<file path="config.mk">
export PLATFORM = sky130hd
export DESIGN_NAME = pnx_port_ctrl
export DESIGN_NICKNAME = d
export VERILOG_FILES = /design/src/hw/pnx_pkg.sv /design/src/hw/pnx_port_ctrl.sv
export SDC_FILE = /design/constraint.sdc
export NUM_CORES = 1
export LEC_CHECK = 0
export CORE_UTILIZATION = 35
export DETAILED_ROUTE_END_ITERATION = 10
export DONT_BUFFER_PORTS = 1
export PLACE_DENSITY_LB_ADDON = 0.12
export SYNTH_ARGS = -nofsm -noshare
export SYNTH_HDL_FRONTEND = slang
export SYNTH_SLANG_ARGS = --single-unit
</file>
<file path="constraint.sdc">
create_clock -name clk -period 7.4 [get_ports clk]
set_clock_uncertainty 0.2 [all_clocks]
set_input_delay 0 -clock clk [delete_from_list [all_inputs] [get_ports clk]]
set_output_delay 0 -clock clk [all_outputs]
set_load 0.05 [all_outputs]
</file>
<file path="src/hw/pnx_pkg.sv">
package pnx_pkg;

	// ---------------------------------------------------------------
	// clock and time-out figures
	// ---------------------------------------------------------------
	localparam int unsigned CLK_HZ = 200_000_000;
	localparam int unsigned TCP_ACK_TO_MS = 2500;
	localparam int unsigned TCP_ACK_TO_CYC = TCP_ACK_TO_MS * (CLK_HZ / 1000);
	// serial period: 2 * charCycles * (payload + overhead) + margin
	localparam logic [15:0] SER_OVH_CHARS = 16'h0018;
	localparam logic [31:0] SER_MARGIN_CYC = 32'h0000_0400;
	localparam logic [31:0] SER_INIT_CYC = 32'h0010_0000;

	// ---------------------------------------------------------------
	// sizes
	// ---------------------------------------------------------------
	localparam int unsigned FNUM_W = 8;
	localparam int unsigned CONN_W = 4;
	localparam logic [CONN_W-1:0] SER_CONN_ID = 4'h0;

	// ---------------------------------------------------------------
	// types
	// ---------------------------------------------------------------
	typedef enum {
		port_initial_state,
		port_login_state,
		port_logged_in_state
	} pnx_state_type;

	typedef enum logic [2:0] {
		IU_DATA, IU_LOGIN, IU_ACK, IU_NAK, IU_DEV_RESET, IU_TIMEOUT
	} pnx_iu_type;

	typedef struct packed {
		logic valid;
		pnx_iu_type kind;
		logic login_abort_flag;
		logic [FNUM_W-1:0] frameNum;
		logic [CONN_W-1:0] connId;
		logic [31:0] period;
	} pnx_iu_info_type;

	typedef struct packed {
		logic txAbort;
		logic rxAbort;
		logic resetAck;
		logic senseLoss;
		logic resetInd;
		logic closedLogin;
	} pnx_cause_type;

endpackage : pnx_pkg

</file>
<file path="src/hw/pnx_port_ctrl.sv">
// Overview of operation
// - sending a login unit with the abort flag set raises a nexus loss.
// - receiving a login unit with the abort flag set raises a nexus loss.
// - an ACK that answers our own device reset unit raises a nexus loss.
// - the watched peer sense going from present to absent is a nexus loss.
// - each reset service indication raises a nexus loss.
// - a closed indication while in login or logged-in is a nexus loss.
// - a close event sends the port state machine straight to initial.
// - a serial port computes a new period on each parameter change.
// - frames sent after a change are timed against the new period.
// - a TCP port starts with a period of 2.5 seconds, ignoring baud rate.
// - a TCP port may load a new period from a received time-out unit.
// - a serial port carries one connection to exactly one other device.
// - TCP ports may share an interconnect, each pairing one peer only.
`timescale 1ns/1ps
module pnx_port_ctrl import pnx_pkg::*; #(
	parameter int unsigned SLOTS = 4,
	parameter logic [31:0] ACK_TCP_CYC = 32'(TCP_ACK_TO_CYC)
) (
	// clock and reset
	input wire logic clk,
	input wire logic nrst,
	// configuration levels
	input wire logic isTcp,
	input wire logic isDrivePort,
	input wire logic [CONN_W-1:0] myConn,
	// presence senses
	input wire logic autoSense,
	input wire logic driveSense,
	// service indications and events
	input wire logic resetInd,
	input wire logic closedInd,
	input wire logic closeEvt,
	input wire logic loginDone,
	// operating parameters
	input wire logic paramChange,
	input wire logic [15:0] charCycles,
	input wire logic [15:0] maxPayload,
	// transmitted and received units
	input wire pnx_iu_info_type txIu,
	output logic txReady,
	input wire pnx_iu_info_type rxIu,
	// status
	output pnx_state_type portState,
	output logic nexusLoss,
	output pnx_cause_type lossCause,
	output logic ackTimeout,
	output logic [FNUM_W-1:0] timeoutFrame,
	output logic [31:0] ackPeriod
);

	// ---------------------------------------------------------------
	// accepted units
	// ---------------------------------------------------------------
	// a serial link only answers on its single connection
	// a shared TCP link filters on this port's own peer
	wire logic [CONN_W-1:0] wantConn = isTcp ? myConn : SER_CONN_ID;
	wire logic txFire = txIu.valid && txReady;
	wire logic rxOk = rxIu.valid && (rxIu.connId == wantConn);
	wire logic txTimed = txFire && (txIu.kind != IU_ACK) &&
		(txIu.kind != IU_NAK);
	wire logic rxAnswer = rxOk && ((rxIu.kind == IU_ACK) ||
		(rxIu.kind == IU_NAK));

	// ---------------------------------------------------------------
	// nexus loss causes
	// ---------------------------------------------------------------
	logic senseSeen_r;
	logic rstPend_r;
	logic [FNUM_W-1:0] rstFrame_r;
	pnx_state_type state_r, state_nxt;
	pnx_cause_type cause_nxt;

	wire logic peerSense = isDrivePort ? autoSense : driveSense;
	wire logic inLogin = (state_r == port_login_state) ||
		(state_r == port_logged_in_state);
	wire logic closing = closeEvt || closedInd;

	always_comb begin
		cause_nxt.txAbort = txFire && (txIu.kind == IU_LOGIN) &&
			txIu.login_abort_flag;
		cause_nxt.rxAbort = rxOk && (rxIu.kind == IU_LOGIN) &&
			rxIu.login_abort_flag;
		cause_nxt.resetAck = rxOk && (rxIu.kind == IU_ACK) && rstPend_r &&
			(rxIu.frameNum == rstFrame_r);
		cause_nxt.senseLoss = senseSeen_r && !peerSense;
		cause_nxt.resetInd = resetInd;
		// closed while logging in or logged in
		cause_nxt.closedLogin = closedInd && inLogin;
	end

	always_ff @(posedge clk) begin
		if (!nrst) begin
			lossCause <= '0;
			nexusLoss <= 1'b0;
			senseSeen_r <= 1'b0;
		end else begin
			lossCause <= cause_nxt;
			nexusLoss <= |cause_nxt;
			senseSeen_r <= peerSense;
		end
	end

	// device reset unit outstanding; a new one wins over the answer
	always_ff @(posedge clk) begin
		if (!nrst) begin
			rstPend_r <= 1'b0;
			rstFrame_r <= '0;
		end else if (txFire && txIu.kind == IU_DEV_RESET) begin
			rstPend_r <= 1'b1;
			rstFrame_r <= txIu.frameNum;
		end else if (cause_nxt.resetAck) begin
			rstPend_r <= 1'b0;
		end
	end

	// ---------------------------------------------------------------
	// port state machine
	// ---------------------------------------------------------------
	wire logic loginSeen = (txFire && txIu.kind == IU_LOGIN) ||
		(rxOk && rxIu.kind == IU_LOGIN);
	wire logic abortSeen = cause_nxt.txAbort || cause_nxt.rxAbort;

	always_comb begin
		state_nxt = state_r;
		case (state_r)
			port_initial_state: begin
				if (loginSeen && !abortSeen)
					state_nxt = port_login_state;
			end
			port_login_state: begin
				if (abortSeen)
					state_nxt = port_initial_state;
				else if (loginDone)
					state_nxt = port_logged_in_state;
			end
			port_logged_in_state: begin
				if (abortSeen)
					state_nxt = port_initial_state;
			end
			default: state_nxt = port_initial_state;
		endcase
		if (closing)
			state_nxt = port_initial_state;
	end

	always_ff @(posedge clk) begin
		if (!nrst)
			state_r <= port_initial_state;
		else
			state_r <= state_nxt;
	end
	assign portState = state_r;

	// ---------------------------------------------------------------
	// acknowledgement period
	// ---------------------------------------------------------------
	wire logic [31:0] serProd = 32'(charCycles) *
		32'(maxPayload + SER_OVH_CHARS);
	wire logic [31:0] serPeriod = 32'(serProd << 1) + SER_MARGIN_CYC;
	wire logic loadTo = isTcp && rxOk && (rxIu.kind == IU_TIMEOUT) &&
		(rxIu.period != '0);

	always_ff @(posedge clk) begin
		if (!nrst)
			ackPeriod <= isTcp ? ACK_TCP_CYC : SER_INIT_CYC;
		else if (!isTcp && paramChange)
			ackPeriod <= serPeriod;
		else if (loadTo)
			ackPeriod <= rxIu.period;
	end

	// ---------------------------------------------------------------
	// per-frame timers
	// ---------------------------------------------------------------
	logic [SLOTS-1:0] slotBusy;
	logic [SLOTS-1:0] slotDone;
	logic [SLOTS-1:0] slotFree;
	logic [SLOTS-1:0] slotTake;
	logic [SLOTS-1:0] slotRep;
	logic [FNUM_W-1:0] slotNum [SLOTS];

	// lowest free slot takes the frame, lowest expired one reports
	always_comb begin
		slotTake = '0;
		slotRep = '0;
		for (int i = 0; i < SLOTS; i++) begin
			if (!slotBusy[i] && slotTake == '0)
				slotTake[i] = txTimed;
			if (slotDone[i] && slotRep == '0)
				slotRep[i] = 1'b1;
		end
	end
	assign txReady = (txIu.kind == IU_ACK) || (txIu.kind == IU_NAK) ||
		(slotFree != '0);

	for (genvar g = 0; g < SLOTS; g++) begin : g_slot
		logic busy_r;
		logic [31:0] cnt_r;
		logic [FNUM_W-1:0] num_r;
		wire logic hit = rxAnswer && busy_r && (rxIu.frameNum == num_r);
		assign slotBusy[g] = busy_r;
		assign slotFree[g] = !busy_r;
		assign slotDone[g] = busy_r && (cnt_r == '0);
		assign slotNum[g] = num_r;
		always_ff @(posedge clk) begin
			if (!nrst) begin
				busy_r <= 1'b0;
				cnt_r <= '0;
				num_r <= '0;
			end else if (closing) begin
				// close drops every timer, one starting now too
				busy_r <= 1'b0;
			end else if (slotTake[g]) begin
				// each frame keeps the period current at its send
				busy_r <= 1'b1;
				cnt_r <= ackPeriod - 32'h1;
				num_r <= txIu.frameNum;
			end else if (hit || slotRep[g]) begin
				busy_r <= 1'b0;
			end else if (busy_r && cnt_r != '0) begin
				cnt_r <= cnt_r - 32'h1;
			end
		end
	end

	logic [FNUM_W-1:0] repNum;
	always_comb begin
		repNum = '0;
		for (int i = 0; i < SLOTS; i++)
			if (slotRep[i])
				repNum = slotNum[i];
	end

	// flag the lowest-numbered expired slot, one per cycle
	always_ff @(posedge clk) begin
		if (!nrst) begin
			ackTimeout <= 1'b0;
			timeoutFrame <= '0;
		end else begin
			ackTimeout <= (slotRep != '0) && !closing;
			timeoutFrame <= repNum;
		end
	end

	// ---------------------------------------------------------------
	// checks
	// ---------------------------------------------------------------
	property p_tx_abort;
		@(posedge clk) disable iff (!nrst)
		txFire && txIu.kind == IU_LOGIN && txIu.login_abort_flag
			|=> nexusLoss && lossCause.txAbort;
	endproperty
	a_tx_abort: assert property (p_tx_abort)
		else $error("sent abort without nexus loss");

	property p_rx_abort;
		@(posedge clk) disable iff (!nrst)
		rxOk && rxIu.kind == IU_LOGIN && rxIu.login_abort_flag
			|=> lossCause.rxAbort ##0 nexusLoss;
	endproperty
	a_rx_abort: assert property (p_rx_abort)
		else $error("received abort without nexus loss");

	property p_reset_ack;
		@(posedge clk) disable iff (!nrst)
		lossCause.resetAck |-> $past(rstPend_r) && nexusLoss;
	endproperty
	a_reset_ack: assert property (p_reset_ack)
		else $error("reset ack loss without pending reset");

	property p_sense;
		@(posedge clk) disable iff (!nrst)
		$past(nrst) && $fell(peerSense) && !$rose(isDrivePort) &&
			!$fell(isDrivePort) |=> nexusLoss;
	endproperty
	a_sense: assert property (p_sense)
		else $error("sense loss missed");

	property p_reset_ind;
		@(posedge clk) disable iff (!nrst)
		resetInd |=> lossCause.resetInd && nexusLoss;
	endproperty
	a_reset_ind: assert property (p_reset_ind)
		else $error("reset indication missed");

	property p_closed;
		@(posedge clk) disable iff (!nrst)
		closedInd && portState != port_initial_state
			|=> nexusLoss ##0 portState == port_initial_state;
	endproperty
	a_closed: assert property (p_closed)
		else $error("closed in login not a nexus loss");

	property p_close;
		@(posedge clk) disable iff (!nrst)
		closeEvt |=> portState == port_initial_state && slotBusy == '0;
	endproperty
	a_close: assert property (p_close)
		else $error("close did not reach initial");

	property p_param;
		@(posedge clk) disable iff (!nrst)
		!isTcp && paramChange ##1 !isTcp |-> ackPeriod == $past(serPeriod);
	endproperty
	a_param: assert property (p_param)
		else $error("serial period not recomputed");

	property p_tcp_start;
		@(posedge clk)
		!nrst && isTcp ##1 !nrst |-> ackPeriod == ACK_TCP_CYC;
	endproperty
	a_tcp_start: assert property (p_tcp_start)
		else $error("tcp start period wrong");

	property p_no_timeout_idle;
		@(posedge clk) disable iff (!nrst)
		slotBusy == '0 && !txTimed |=> !ackTimeout;
	endproperty
	a_no_timeout_idle: assert property (p_no_timeout_idle)
		else $error("time-out with no frame outstanding");

endmodule : pnx_port_ctrl

</file>
==> impl_metrics.py, run 1 <==
metrics = {
    "outcome": {
        "outcome": "complete, no violations",
    },
    "critical_path": {
        "crit_path_max_incr_delay_ns": 0.55,
        "critPathSlowestCell": "or4_4",
        "worstPathArrival_ns": 7.23,
        "worstSetupStartpointType": "primary input",
        "crit_path_max_fanout": 6,
        "crit_path_frequent_cell": "fa_1",
        "end_kind": "flop",
        "required_ns": 7.50,
        "crit_type": "in2reg",
    },
    "min_path": {
        "hold_class": "in2reg",
    },
    "detailed_routing": {
        "wl_per_cell_um": 20.27,
        "drc": 0,
        "drt_first_pass_iters": 5,
        "routed_via_density": 5.490,
        "dr.first_iter.drc_count": 1485,
        "dr_total_vias": 21270,
        "antenna_violating_nets_post_route": 0,
        "postRouteWirelength_um": 78520,
    },
    "timing": {
        "timing_worst_slew_pin_value_ns": 1.255,
        "final_max_slew_viols": 0,
        "finalCritPeriodShare_pct": 96.36,
        "clock.fmax_mhz": 140.2,
        "hold_violations": 0,
        "max-slew-margin-rel_pct": 16.31,
        "final_period_minus_worst_setup_slack_ns": 7.130,
        "setup-violations-final": 0,
    },
    "synth": {
        "netlist_top_cells_area": "fa_1 (18%), dfxtp_1 (17%), nand2_1 (6.5%)",
        "synth_area_per_cell_um2": 7.817,
        "synth-seq-cells": 224,
        "async_reset_ff_share_pct": 0,
        "synthFlopType": "dfxtp_1",
        "synth.cell_area_um2": 22890,
        "netlist_top_cells_count": "nand2_1 (396), inv_1 (272), a21oi_1 (238), nor2_1 (223), fa_1 (207)",
        "netlist.top_cell.by_area": "fa_1",
        "most_numerous_cell_in_the_yosys_netlist": "nand2_1",
        "number_of_synthesized_flops_with_an_enable_pin": 32,
        "synthDominantCellAreaShare_pct": 18.10,
        "share_of_the_yosys_chip_area_belonging_to_registers_pct": 20.99,
        "synth.yosys.warnings": 0,
        "synthDistinctLibCells": 92,
        "synthCells": 2928,
    },
    "clock_network": {
        "cts_inserted_buffers": 25,
        "cts.root.buffer_cell": "clkbuf_16",
        "clock_tree_from_tritoncts": "built",
        "clk-insertion-delay-late_ns": 0.55,
        "cts.clk_slew.worst_paths_ns": 0.06,
        "cts_sinks": 224,
        "h-tree-depth": 1,
        "cts.path.max_buffers": 3,
    },
    "global_route": {
        "grt_max_degree": 97,
        "grt_pass1_wl_um": 121700,
        "grt_antenna_before_repair": 1,
        "track_usage_pct": 22.98,
        "globalRoute.totalOverflow": 0,
        "via_count_of_the_first_global_routing_pass": 21320,
    },
    "placed_design": {
        "dpl.hpwl_um": 58240,
        "dp_cells": 3704,
        "gp_congestion": 0.8990,
        "quantity_of_i_o_buffers_inserted_on_ports": 0,
    },
    "die": {
        "die_height_um": 257.7,
        "placeableCoreArea_um2": 64580,
        "design.die.area_um2": 66420,
        "start_util_pct": 35.44,
        "boundaryPins": 226,
        "dieWidth_um": 257.7,
        "core.rowCount": 93,
    },
    "run": {
        "max_cap_violations": 0,
    },
    "cells_and_area": {
        "final_nets": 3456,
        "drive_above_1_share_pct": 8.284,
        "finalNonFillerCells": 3874,
        "flow.area_growth_from_synthesis_pct": 15.26,
    },
}
logic make-up (layout without fill, tap and decap cells):
group | Yosys count | count (layout) | share of synthesized area [%]
AND/OR/NAND/NOR | 1127 | 1127 | 23.97
AO/OA/AOI/OAI | 656 | 656 | 17.49
buffers and inverters | 470 | 530 | 8.314
adder cells (fa/ha/maj) | 311 | 311 | 23.79
flip-flops | 224 | 224 | 20.99
XOR/XNOR | 122 | 123 | 4.668
multiplexers | 17 | 17 | 0.7598
other | 1 | 31 | 0.01638
final cells by class:
class	count	area, um2
multi-input combinational	2264	16680
antenna	1	2.502
fill	6596	38200
clock inverter	16	193.9
sequential	224	4805
timing repair buffer	212	1941
tap	855	1070
inverter	273	1033
clock buffer	29	660.6
what timing repair did:
| action | in CTS | in global routing |
|---|---|---|
| hold buffers | 102 | 0 |
| buffers inserted | 0 | 19 |
| endpoints found under the hold margin | 190 | 0 |
| setup endpoints to repair | 0 | 6 |
| resized for setup | 0 | 60 |
stage by stage:
stage          setup slack, ns  area, um2  hold WS, ns  utilization, %  setup TNS, ns
6_report                0.2695      26380      0.01730           40.85              0
5_1_grt               -0.07755      26380      0.01670           40.85        -0.1628
4_1_cts                0.02662      25870     0.001648           40.06              0
3_5_place_dp           -0.2291      23980     -0.05605           37.13        -0.4368
3_3_place_gp           -0.1606      23980     -0.06923           37.13        -0.2493
2_1_floorplan          0.01448      23050     -0.07271               -              0
final timing paths:
check / startpoint / end / slack, ns / cells after the start
worst max-delay path: maxPayload[7] / ackPeriod[24]$_DFFE_PP_ / 0.27 / 29
worst min register to register: rstPend_r$_SDFFE_PN0P_ / rstPend_r$_SDFFE_PN0P_ / 0.27 / 2
worst min-delay path: charCycles[15] / ackPeriod[31]$_SDFFCE_PN0P_ / 0.02 / 5
worst max register to register: g_slot[0].cnt_r[0]$_SDFFE_PN0P_ / g_slot[0].cnt_r[0]$_SDFFE_PN0P_ / 2.72 / 10
critical path, delay by kind of cell:
kind / cells / cell delay (ns)
adder cells (fa/ha/maj): 7 / 3.16
AO/OA/AOI/OAI: 4 / 0.68
AND/OR/NAND/NOR: 7 / 1.62
XOR/XNOR: 2 / 0.28
buffers and inverters: 9 / 1.47
flip-flops by register name, summed over array words and instances, names as in the netlist:
register	count
g_slot.cnt_r	128
ackPeriod	32
g_slot.num_r	32
rstFrame_r	8
timeoutFrame	8
lossCause	6
g_slot.busy_r	4
portState	2
ackTimeout	1
nexusLoss	1
rstPend_r	1
senseSeen_r	1
routing by layer:
layer / vias to the layer above / part of all wire [%] / GRT usage, %
met5: - / 0.010 / 0
met4: 2 / 3.6 / 8.514
met3: 146 / 5.6 / 3.357
met2: 634 / 49 / 40.49
met1: 10440 / 42 / 28.28
li1: 10050 / - / -
cell usage in the layout, fill, tap and decap left out, types with 14 or more instances in the layout:
master and n:
conb_1 30, inv_1 271, mux2i_1 14, dfxtp_1 192, a22oi_1 33, nor2b_1 28
nor3_1 71, nand2b_1 23, ha_1 95, buf_4 101, nor2_1 215, o211ai_1 15
a211oi_1 27, xnor2_1 79, nand4_1 28, clkbuf_16 26, and3_1 16, nand2_1 394
and2_1 111, xor2_1 38, a21oi_1 232, dlygate4sd3_1 101, fa_1 204, nor4_1 39
o22ai_1 23, o21ai_0 178, edfxtp_1 32, or3_1 27, a31oi_1 16, nand3_1 81
Power of run 1 is left out: the tool's default activity adds up to more than one toggle a clock period on the data nets, which glitch-free logic cannot reach.
==> run 2, diff against run 1 <==
CTS_BUF_LIST = sky130_fd_sc_hd__clkbuf_4 sky130_fd_sc_hd__clkbuf_8 sky130_fd_sc_hd__clkbuf_16   (was not set)
SKIP_CTS_REPAIR_TIMING = 1   (was not set)
==> run 2 against run 1 <==
The flow now finishes with violations (negative hold slack). Final cell count shrank 0.77%. Register-to-register slack barely moved. Clock-buffer cell count unchanged. Worst hold slack got worse by 0.083 ns. Global-route usage down 0.62 points. Sequential cell count unchanged. Via count decreased by 0.88%. Fmax is 3.0% higher. Critical path depth down 5.
==> impl_metrics.py, run 2 (same netlist as run 1, synthesis figures left out) <==
metrics = {
    "global_route": {
        "grt_max_degree": 97,
        "via_count_of_the_first_global_routing_pass": 20630,
        "grt_antenna_before_repair": 1,
        "globalRoute.totalOverflow": 0,
        "grt_pass1_wl_um": 118500,
        "track_usage_pct": 22.36,
    },
    "clock_network": {
        "clock_tree_from_tritoncts": "built",
        "clk-insertion-delay-late_ns": 0.55,
        "cts.clk_slew.worst_paths_ns": 0.07,
        "cts_inserted_buffers": 25,
        "cts.root.buffer_cell": "clkbuf_16",
        "cts_sinks": 224,
        "h-tree-depth": 1,
        "cts.path.max_buffers": 3,
    },
    "die": {
        "placeableCoreArea_um2": 64580,
        "die_height_um": 257.7,
        "design.die.area_um2": 66420,
        "core.rowCount": 93,
        "dieWidth_um": 257.7,
        "boundaryPins": 226,
        "start_util_pct": 35.44,
    },
    "timing": {
        "final_max_slew_viols": 0,
        "timing.setup.tns_ns": 0,
        "unrepaired_setup_endpoints_after_global_routing": "no",
        "final_period_minus_worst_setup_slack_ns": 6.921,
        "max-slew-margin-rel_pct": 18.53,
        "timing_worst_slew_pin_value_ns": 1.222,
        "finalCritPeriodShare_pct": 93.53,
        "clock.fmax_mhz": 144.5,
        "setup-violations-final": 0,
        "hold_violations": 11,
        "finalHoldWorstSlack_ns": -0.06606,
    },
    "critical_path": {
        "crit_path_frequent_cell": "fa_1",
        "crit_path_max_fanout": 9,
        "cp_num_buf_inv": 6,
        "crit_type": "in2reg",
        "critPathSlowestCell": "xnor2_1",
        "worstPathArrival_ns": 7.01,
        "crit_path_max_incr_delay_ns": 0.79,
        "worstSetupStartpointType": "primary input",
        "crit_chain": "o21ai_0, xnor2_1, buf_4, nand2_1, fa_1, inv_1, fa_1, ha_1, fa_1, inv_1, fa_1, inv_1, fa_1, ha_1, a21oi_1, o21a_1, a21oi_1, or4b_1, nor3b_1, buf_4, xnor2_1, a21oi_1, o22a_1, dlygate4sd3_1",
        "ff2ff_path_depth": 10,
        "end_kind": "flop",
        "worst_setup_path_startpoint": "maxPayload[3]",
        "required_ns": 7.49,
        "regToRegStartpoint": "g_slot[0].cnt_r[0]$_SDFFE_PN0P_",
        "critPathTopFamily": "adder cells",
        "critical_path.reg2reg.endpoint": "g_slot[0].cnt_r[0]$_SDFFE_PN0P_",
        "r2r_slack_ns": 2.72,
    },
    "min_path": {
        "startpoint_of_the_tightest_hold_check_path": "rxIu[40]",
        "timing.hold.worst_endpoint": "g_slot[1].busy_r$_SDFFE_PP0P_",
        "hold_class": "in2reg",
        "hold_depth": 6,
    },
    "placed_design": {
        "gp_congestion": 0.8990,
        "dp_cells": 3704,
        "quantity_of_i_o_buffers_inserted_on_ports": 0,
        "dpl.hpwl_um": 58240,
        "placedInstanceArea_um2": 23980,
    },
    "detailed_routing": {
        "postRouteWirelength_um": 77400,
        "antenna_violating_nets_post_route": 0,
        "dr_total_vias": 21080,
        "drt_first_pass_iters": 5,
        "wl_per_cell_um": 20.14,
        "dr.first_iter.drc_count": 1461,
        "drc": 0,
        "routed_via_density": 5.484,
    },
    "cells_and_area": {
        "regMostFlops": "g_slot.cnt_r",
        "flow.area_growth_from_synthesis_pct": 12.49,
        "final_nets": 3418,
        "mostFrequentLayoutCells": "nand2_1 (396), inv_1 (272), a21oi_1 (236)",
        "drive_above_1_share_pct": 6.443,
        "stdcell_area_um2": 25750,
        "number_of_fill_cells_in_the_layout": 6645,
        "largest_register_ff_count": 128,
        "largest_registers": "g_slot.cnt_r (128), ackPeriod (32), g_slot.num_r (32)",
        "finalNonFillerCells": 3844,
        "final_common_cell": "nand2_1",
        "utilization_pct": 39.87,
    },
    "outcome": {
        "violations_in_the_final_reports": "negative hold slack",
        "outcome": "complete, but fails checks",
    },
    "run": {
        "max_cap_violations": 0,
    },
}
==> run 2: metrics by stage <==
| step | hold slack [ns] | worst slack, ns |
|---|---|---|
| 3_3_place_gp | -0.06923 | -0.1606 |
| 2_1_floorplan | -0.07271 | 0.01448 |
| 6_report | -0.06606 | 0.4787 |
| 4_1_cts | -0.6420 | 0.3288 |
| 3_5_place_dp | -0.05605 | -0.2291 |
| 5_1_grt | -0.006711 | 0.007392 |
==> run 2: how the worst max path moves through the flow <==
stage,slack [ns],end,cells after the start
final,0.48,ackPeriod[16]$_DFFE_PP_,24
after global routing,0.007,ackPeriod[30]$_SDFFCE_PN0P_,24
after CTS,0.33,ackPeriod[30]$_SDFFCE_PN0P_,26
after detailed placement,-0.23,ackPeriod[30]$_SDFFCE_PN0P_,26
after global placement,-0.16,ackPeriod[30]$_SDFFCE_PN0P_,22
after floorplan,0.01,ackPeriod[24]$_DFFE_PP_,29
==> run 2: cell type report <==
| type | instances | area, um2 | area share [%] |
|---|---|---|---|
| Multi-Input combinational cell | 2263 | 16360 | 63.55 |
| Clock buffer | 29 | 668.1 | 2.595 |
| Inverter | 273 | 1030 | 3.999 |
| Timing Repair Buffer | 175 | 1597 | 6.201 |
| Sequential cell | 224 | 4805 | 18.66 |
| Tap cell | 855 | 1070 | 4.155 |
| Antenna cell | 9 | 22.52 | 0.08747 |
| Clock inverter | 16 | 193.9 | 0.7532 |
==> run 2: per-layer routing <==
layer / up-vias / wire length (um) / global-route usage [%]
li1: 9996 / - / -
met1: 10330 / 32550 / 27.45
met2: 645 / 38060 / 39.78
met3: 114 / 4381 / 3.455
met4: 0 / 2412 / 7.265
met5: - / 0 / 0
==> run 2: worst register-to-register path, stage by stage (launching register included) <==
cell and delay [ns]:
dfxtp_1 0.35, inv_1 0.07, ha_1 0.21, nor3b_1 0.36, or3b_1 0.44, or3_1 0.48, nor4_4 0.56, and4_1 0.84
or2_2 0.65, a21oi_1 0.12, o221a_2 0.30
Power of run 2 is left out for the same reason.
==> run 3, diff against run 2 <==
ABC_AREA = 1   (was not set)
==> run 3 against run 2 <==
The run still ends with negative hold slack left. Wire length is 7.5% higher. Global-route usage is 0.75 points higher. Fmax is 0.47% higher. Sequential cell count stayed put. Critical path depth is 6 higher. Die area is 6.2% higher. Clock-buffer cell count is 13 higher. Highest routed layer unchanged. Synthesized cell count is 23% higher. First-iteration DRC count is 16% higher.
==> impl_metrics.py, run 3 <==
metrics = {
    "outcome": {
        "outcome": "complete, but fails checks",
        "violations_in_the_final_reports": "negative hold slack",
    },
    "global_route": {
        "grt_max_degree": 143,
        "track_usage_pct": 23.11,
        "grt_antenna_before_repair": 1,
        "grt_pass1_wl_um": 127700,
        "via_count_of_the_first_global_routing_pass": 22250,
        "globalRoute.totalOverflow": 0,
    },
    "synth": {
        "synth.cell_area_um2": 24310,
        "synthFlopType": "dfxtp_1",
        "synthDominantCellAreaShare_pct": 17.04,
        "synth-seq-cells": 224,
        "async_reset_ff_share_pct": 0,
        "netlist_top_cells_area": "fa_1 (17%), dfxtp_1 (16%), nand2_1 (12%)",
        "netlist.top_cell.by_area": "fa_1",
        "share_of_the_yosys_chip_area_belonging_to_registers_pct": 19.76,
        "most_numerous_cell_in_the_yosys_netlist": "nand2_1",
        "synthDistinctLibCells": 65,
        "number_of_synthesized_flops_with_an_enable_pin": 32,
        "synthCells": 3597,
        "synth.yosys.warnings": 0,
        "netlist_top_cells_count": "nand2_1 (777), inv_1 (595), nor2_1 (510), o21ai_0 (226), fa_1 (207)",
        "synth_area_per_cell_um2": 6.759,
    },
    "detailed_routing": {
        "routed_via_density": 4.978,
        "drc": 0,
        "drt_first_pass_iters": 7,
        "wl_per_cell_um": 17.89,
        "dr.first_iter.drc_count": 1688,
        "postRouteWirelength_um": 83210,
        "antenna_violating_nets_post_route": 0,
        "dr_total_vias": 23150,
    },
    "cells_and_area": {
        "antenna-diode-count": 0,
        "number_of_fill_cells_in_the_layout": 7410,
        "multiInputGateArea_um2": 16570,
        "regMostFlops": "g_slot.cnt_r",
        "largest_registers": "g_slot.cnt_r (128), ackPeriod (32), g_slot.num_r (32)",
        "largest_register_ff_count": 128,
        "drive_above_1_share_pct": 5.833,
        "mostFrequentLayoutCells": "nand2_1 (777), inv_1 (594), nor2_1 (507)",
        "ff_latch_area_um2": 4805,
        "final_nets": 4154,
        "stdcell_area_um2": 27570,
        "flow.area_growth_from_synthesis_pct": 13.40,
        "final_common_cell": "nand2_1",
    },
    "critical_path": {
        "end_kind": "flop",
        "worstSetupStartpointType": "primary input",
        "crit_path_max_fanout": 7,
        "required_ns": 7.53,
        "critPathSlowestCell": "fa_1",
        "worstPathArrival_ns": 7.02,
        "crit_path_max_incr_delay_ns": 0.57,
        "crit_type": "in2reg",
        "crit_path_frequent_cell": "inv_1",
    },
    "timing": {
        "max-slew-margin-rel_pct": 25.40,
        "timing_worst_slew_pin_value_ns": 1.107,
        "final_max_slew_viols": 0,
        "hold_violations": 4,
        "setup-violations-final": 0,
        "finalCritPeriodShare_pct": 93.09,
        "unrepaired_setup_endpoints_after_global_routing": "no",
        "timing.setup.tns_ns": 0,
        "final_period_minus_worst_setup_slack_ns": 6.889,
        "finalHoldWorstSlack_ns": -0.09100,
        "timing.final.ws_setup_ns": 0.5110,
        "clock.fmax_mhz": 145.2,
    },
    "clock_network": {
        "cts.root.buffer_cell": "clkbuf_16",
        "clock_tree_from_tritoncts": "built",
        "cts_sinks": 224,
        "clk-insertion-delay-late_ns": 0.59,
        "cts.clk_slew.worst_paths_ns": 0.06,
        "h-tree-depth": 1,
        "cts.path.max_buffers": 3,
        "cts_inserted_buffers": 28,
    },
    "die": {
        "core.rowCount": 96,
        "placeableCoreArea_um2": 68710,
        "start_util_pct": 35.39,
        "design.die.area_um2": 70520,
        "dieWidth_um": 265.6,
        "die_height_um": 265.6,
        "boundaryPins": 226,
    },
    "placed_design": {
        "quantity_of_i_o_buffers_inserted_on_ports": 0,
        "placedInstanceArea_um2": 25530,
        "gp_congestion": 0.9069,
        "dpl.hpwl_um": 64740,
        "pre_cts_ws_ns": 0.04869,
    },
    "run": {
        "max_cap_violations": 0,
    },
    "min_path": {
        "hold_class": "in2reg",
    },
}
==> run 3: cell count changes after synthesis, moves of 55 or more <==
cell      change
nand2_1     +381
inv_1       +323
nor2_1      +287
and2_1      -110
clkbuf_1     -61
a21oi_1      -55
==> run 3: per-stage QoR <==
stage | hold WS (ns) | util (%) | instances
6_report | -0.09100 | 40.13 | 4651
5_1_grt | 0.004555 | 40.13 | 4651
4_1_cts | -0.7060 | 38.59 | 4547
3_5_place_dp | -0.09386 | 37.16 | 4495
3_3_place_gp | -0.09763 | 37.16 | 4495
2_1_floorplan | -0.1024 | - | 3626
==> run 3: metal layers <==
layer | share of wire (%) | vias up | routed length [um] | track usage [%]
met5 | 0 | - | 0 | 0
met4 | 2.4 | 0 | 1980 | 5.327
met3 | 4.8 | 113 | 4011 | 2.666
met2 | 48 | 586 | 39570 | 39.49
met1 | 45 | 10990 | 37650 | 31.04
li1 | - | 11460 | - | -
==> run 3: cell type report <==
type / count / share of cell area, %
clock buffer: 42 / 3.168
clock inverter: 10 / 0.3994
inverter: 615 / 8.373
multi-input combinational: 2634 / 60.09
sequential: 224 / 17.43
tap: 931 / 4.225
timing repair buffer: 195 / 6.317
==> run 3: critical path: cells and delay by family <==
kind            cells  cell delay [ns]
fa+ha+maj           8             3.65
buf+inv             9             1.34
xor+xnor            1             0.33
simple gates       10             1.07
compound gates      2             0.60
==> run 3: cell families (layout without fill, tap and decap cells) <==
family                     Yosys count  after routing  share of synthesized area, %
xor gates and xnor gates           134            134                         4.858
buffers and inverters              768            862                         12.60
and+or+nand+nor                   1639           1639                         28.53
AOI/OAI and AO/OA                  519            519                         11.80
DFF                                224            224                         19.76
other                                1             30                       0.01542
muxes                                1              1                       0.04117
adders and majority gates          311            311                         22.40
==> run 3: path summary, 6_finish.rpt <==
| kind | slack (ns) | to | cells past startpoint | start |
|---|---|---|---|---|
| hold / removal | -0.09 | portState[0]$_SDFFE_PP0P_ | 8 | txIu[47] |
| setup reg to reg | 2.96 | g_slot[2].cnt_r[24]$_SDFFE_PN0P_ | 18 | g_slot[1].busy_r$_SDFFE_PP0P_ |
| setup / recovery | 0.51 | ackPeriod[13]$_DFFE_PP_ | 30 | maxPayload[3] |
| hold reg to reg | 0.25 | lossCause[2]$_SDFF_PN0_ | 2 | senseSeen_r$_SDFF_PN0_ |
Power of run 3 is left out for the same reason.
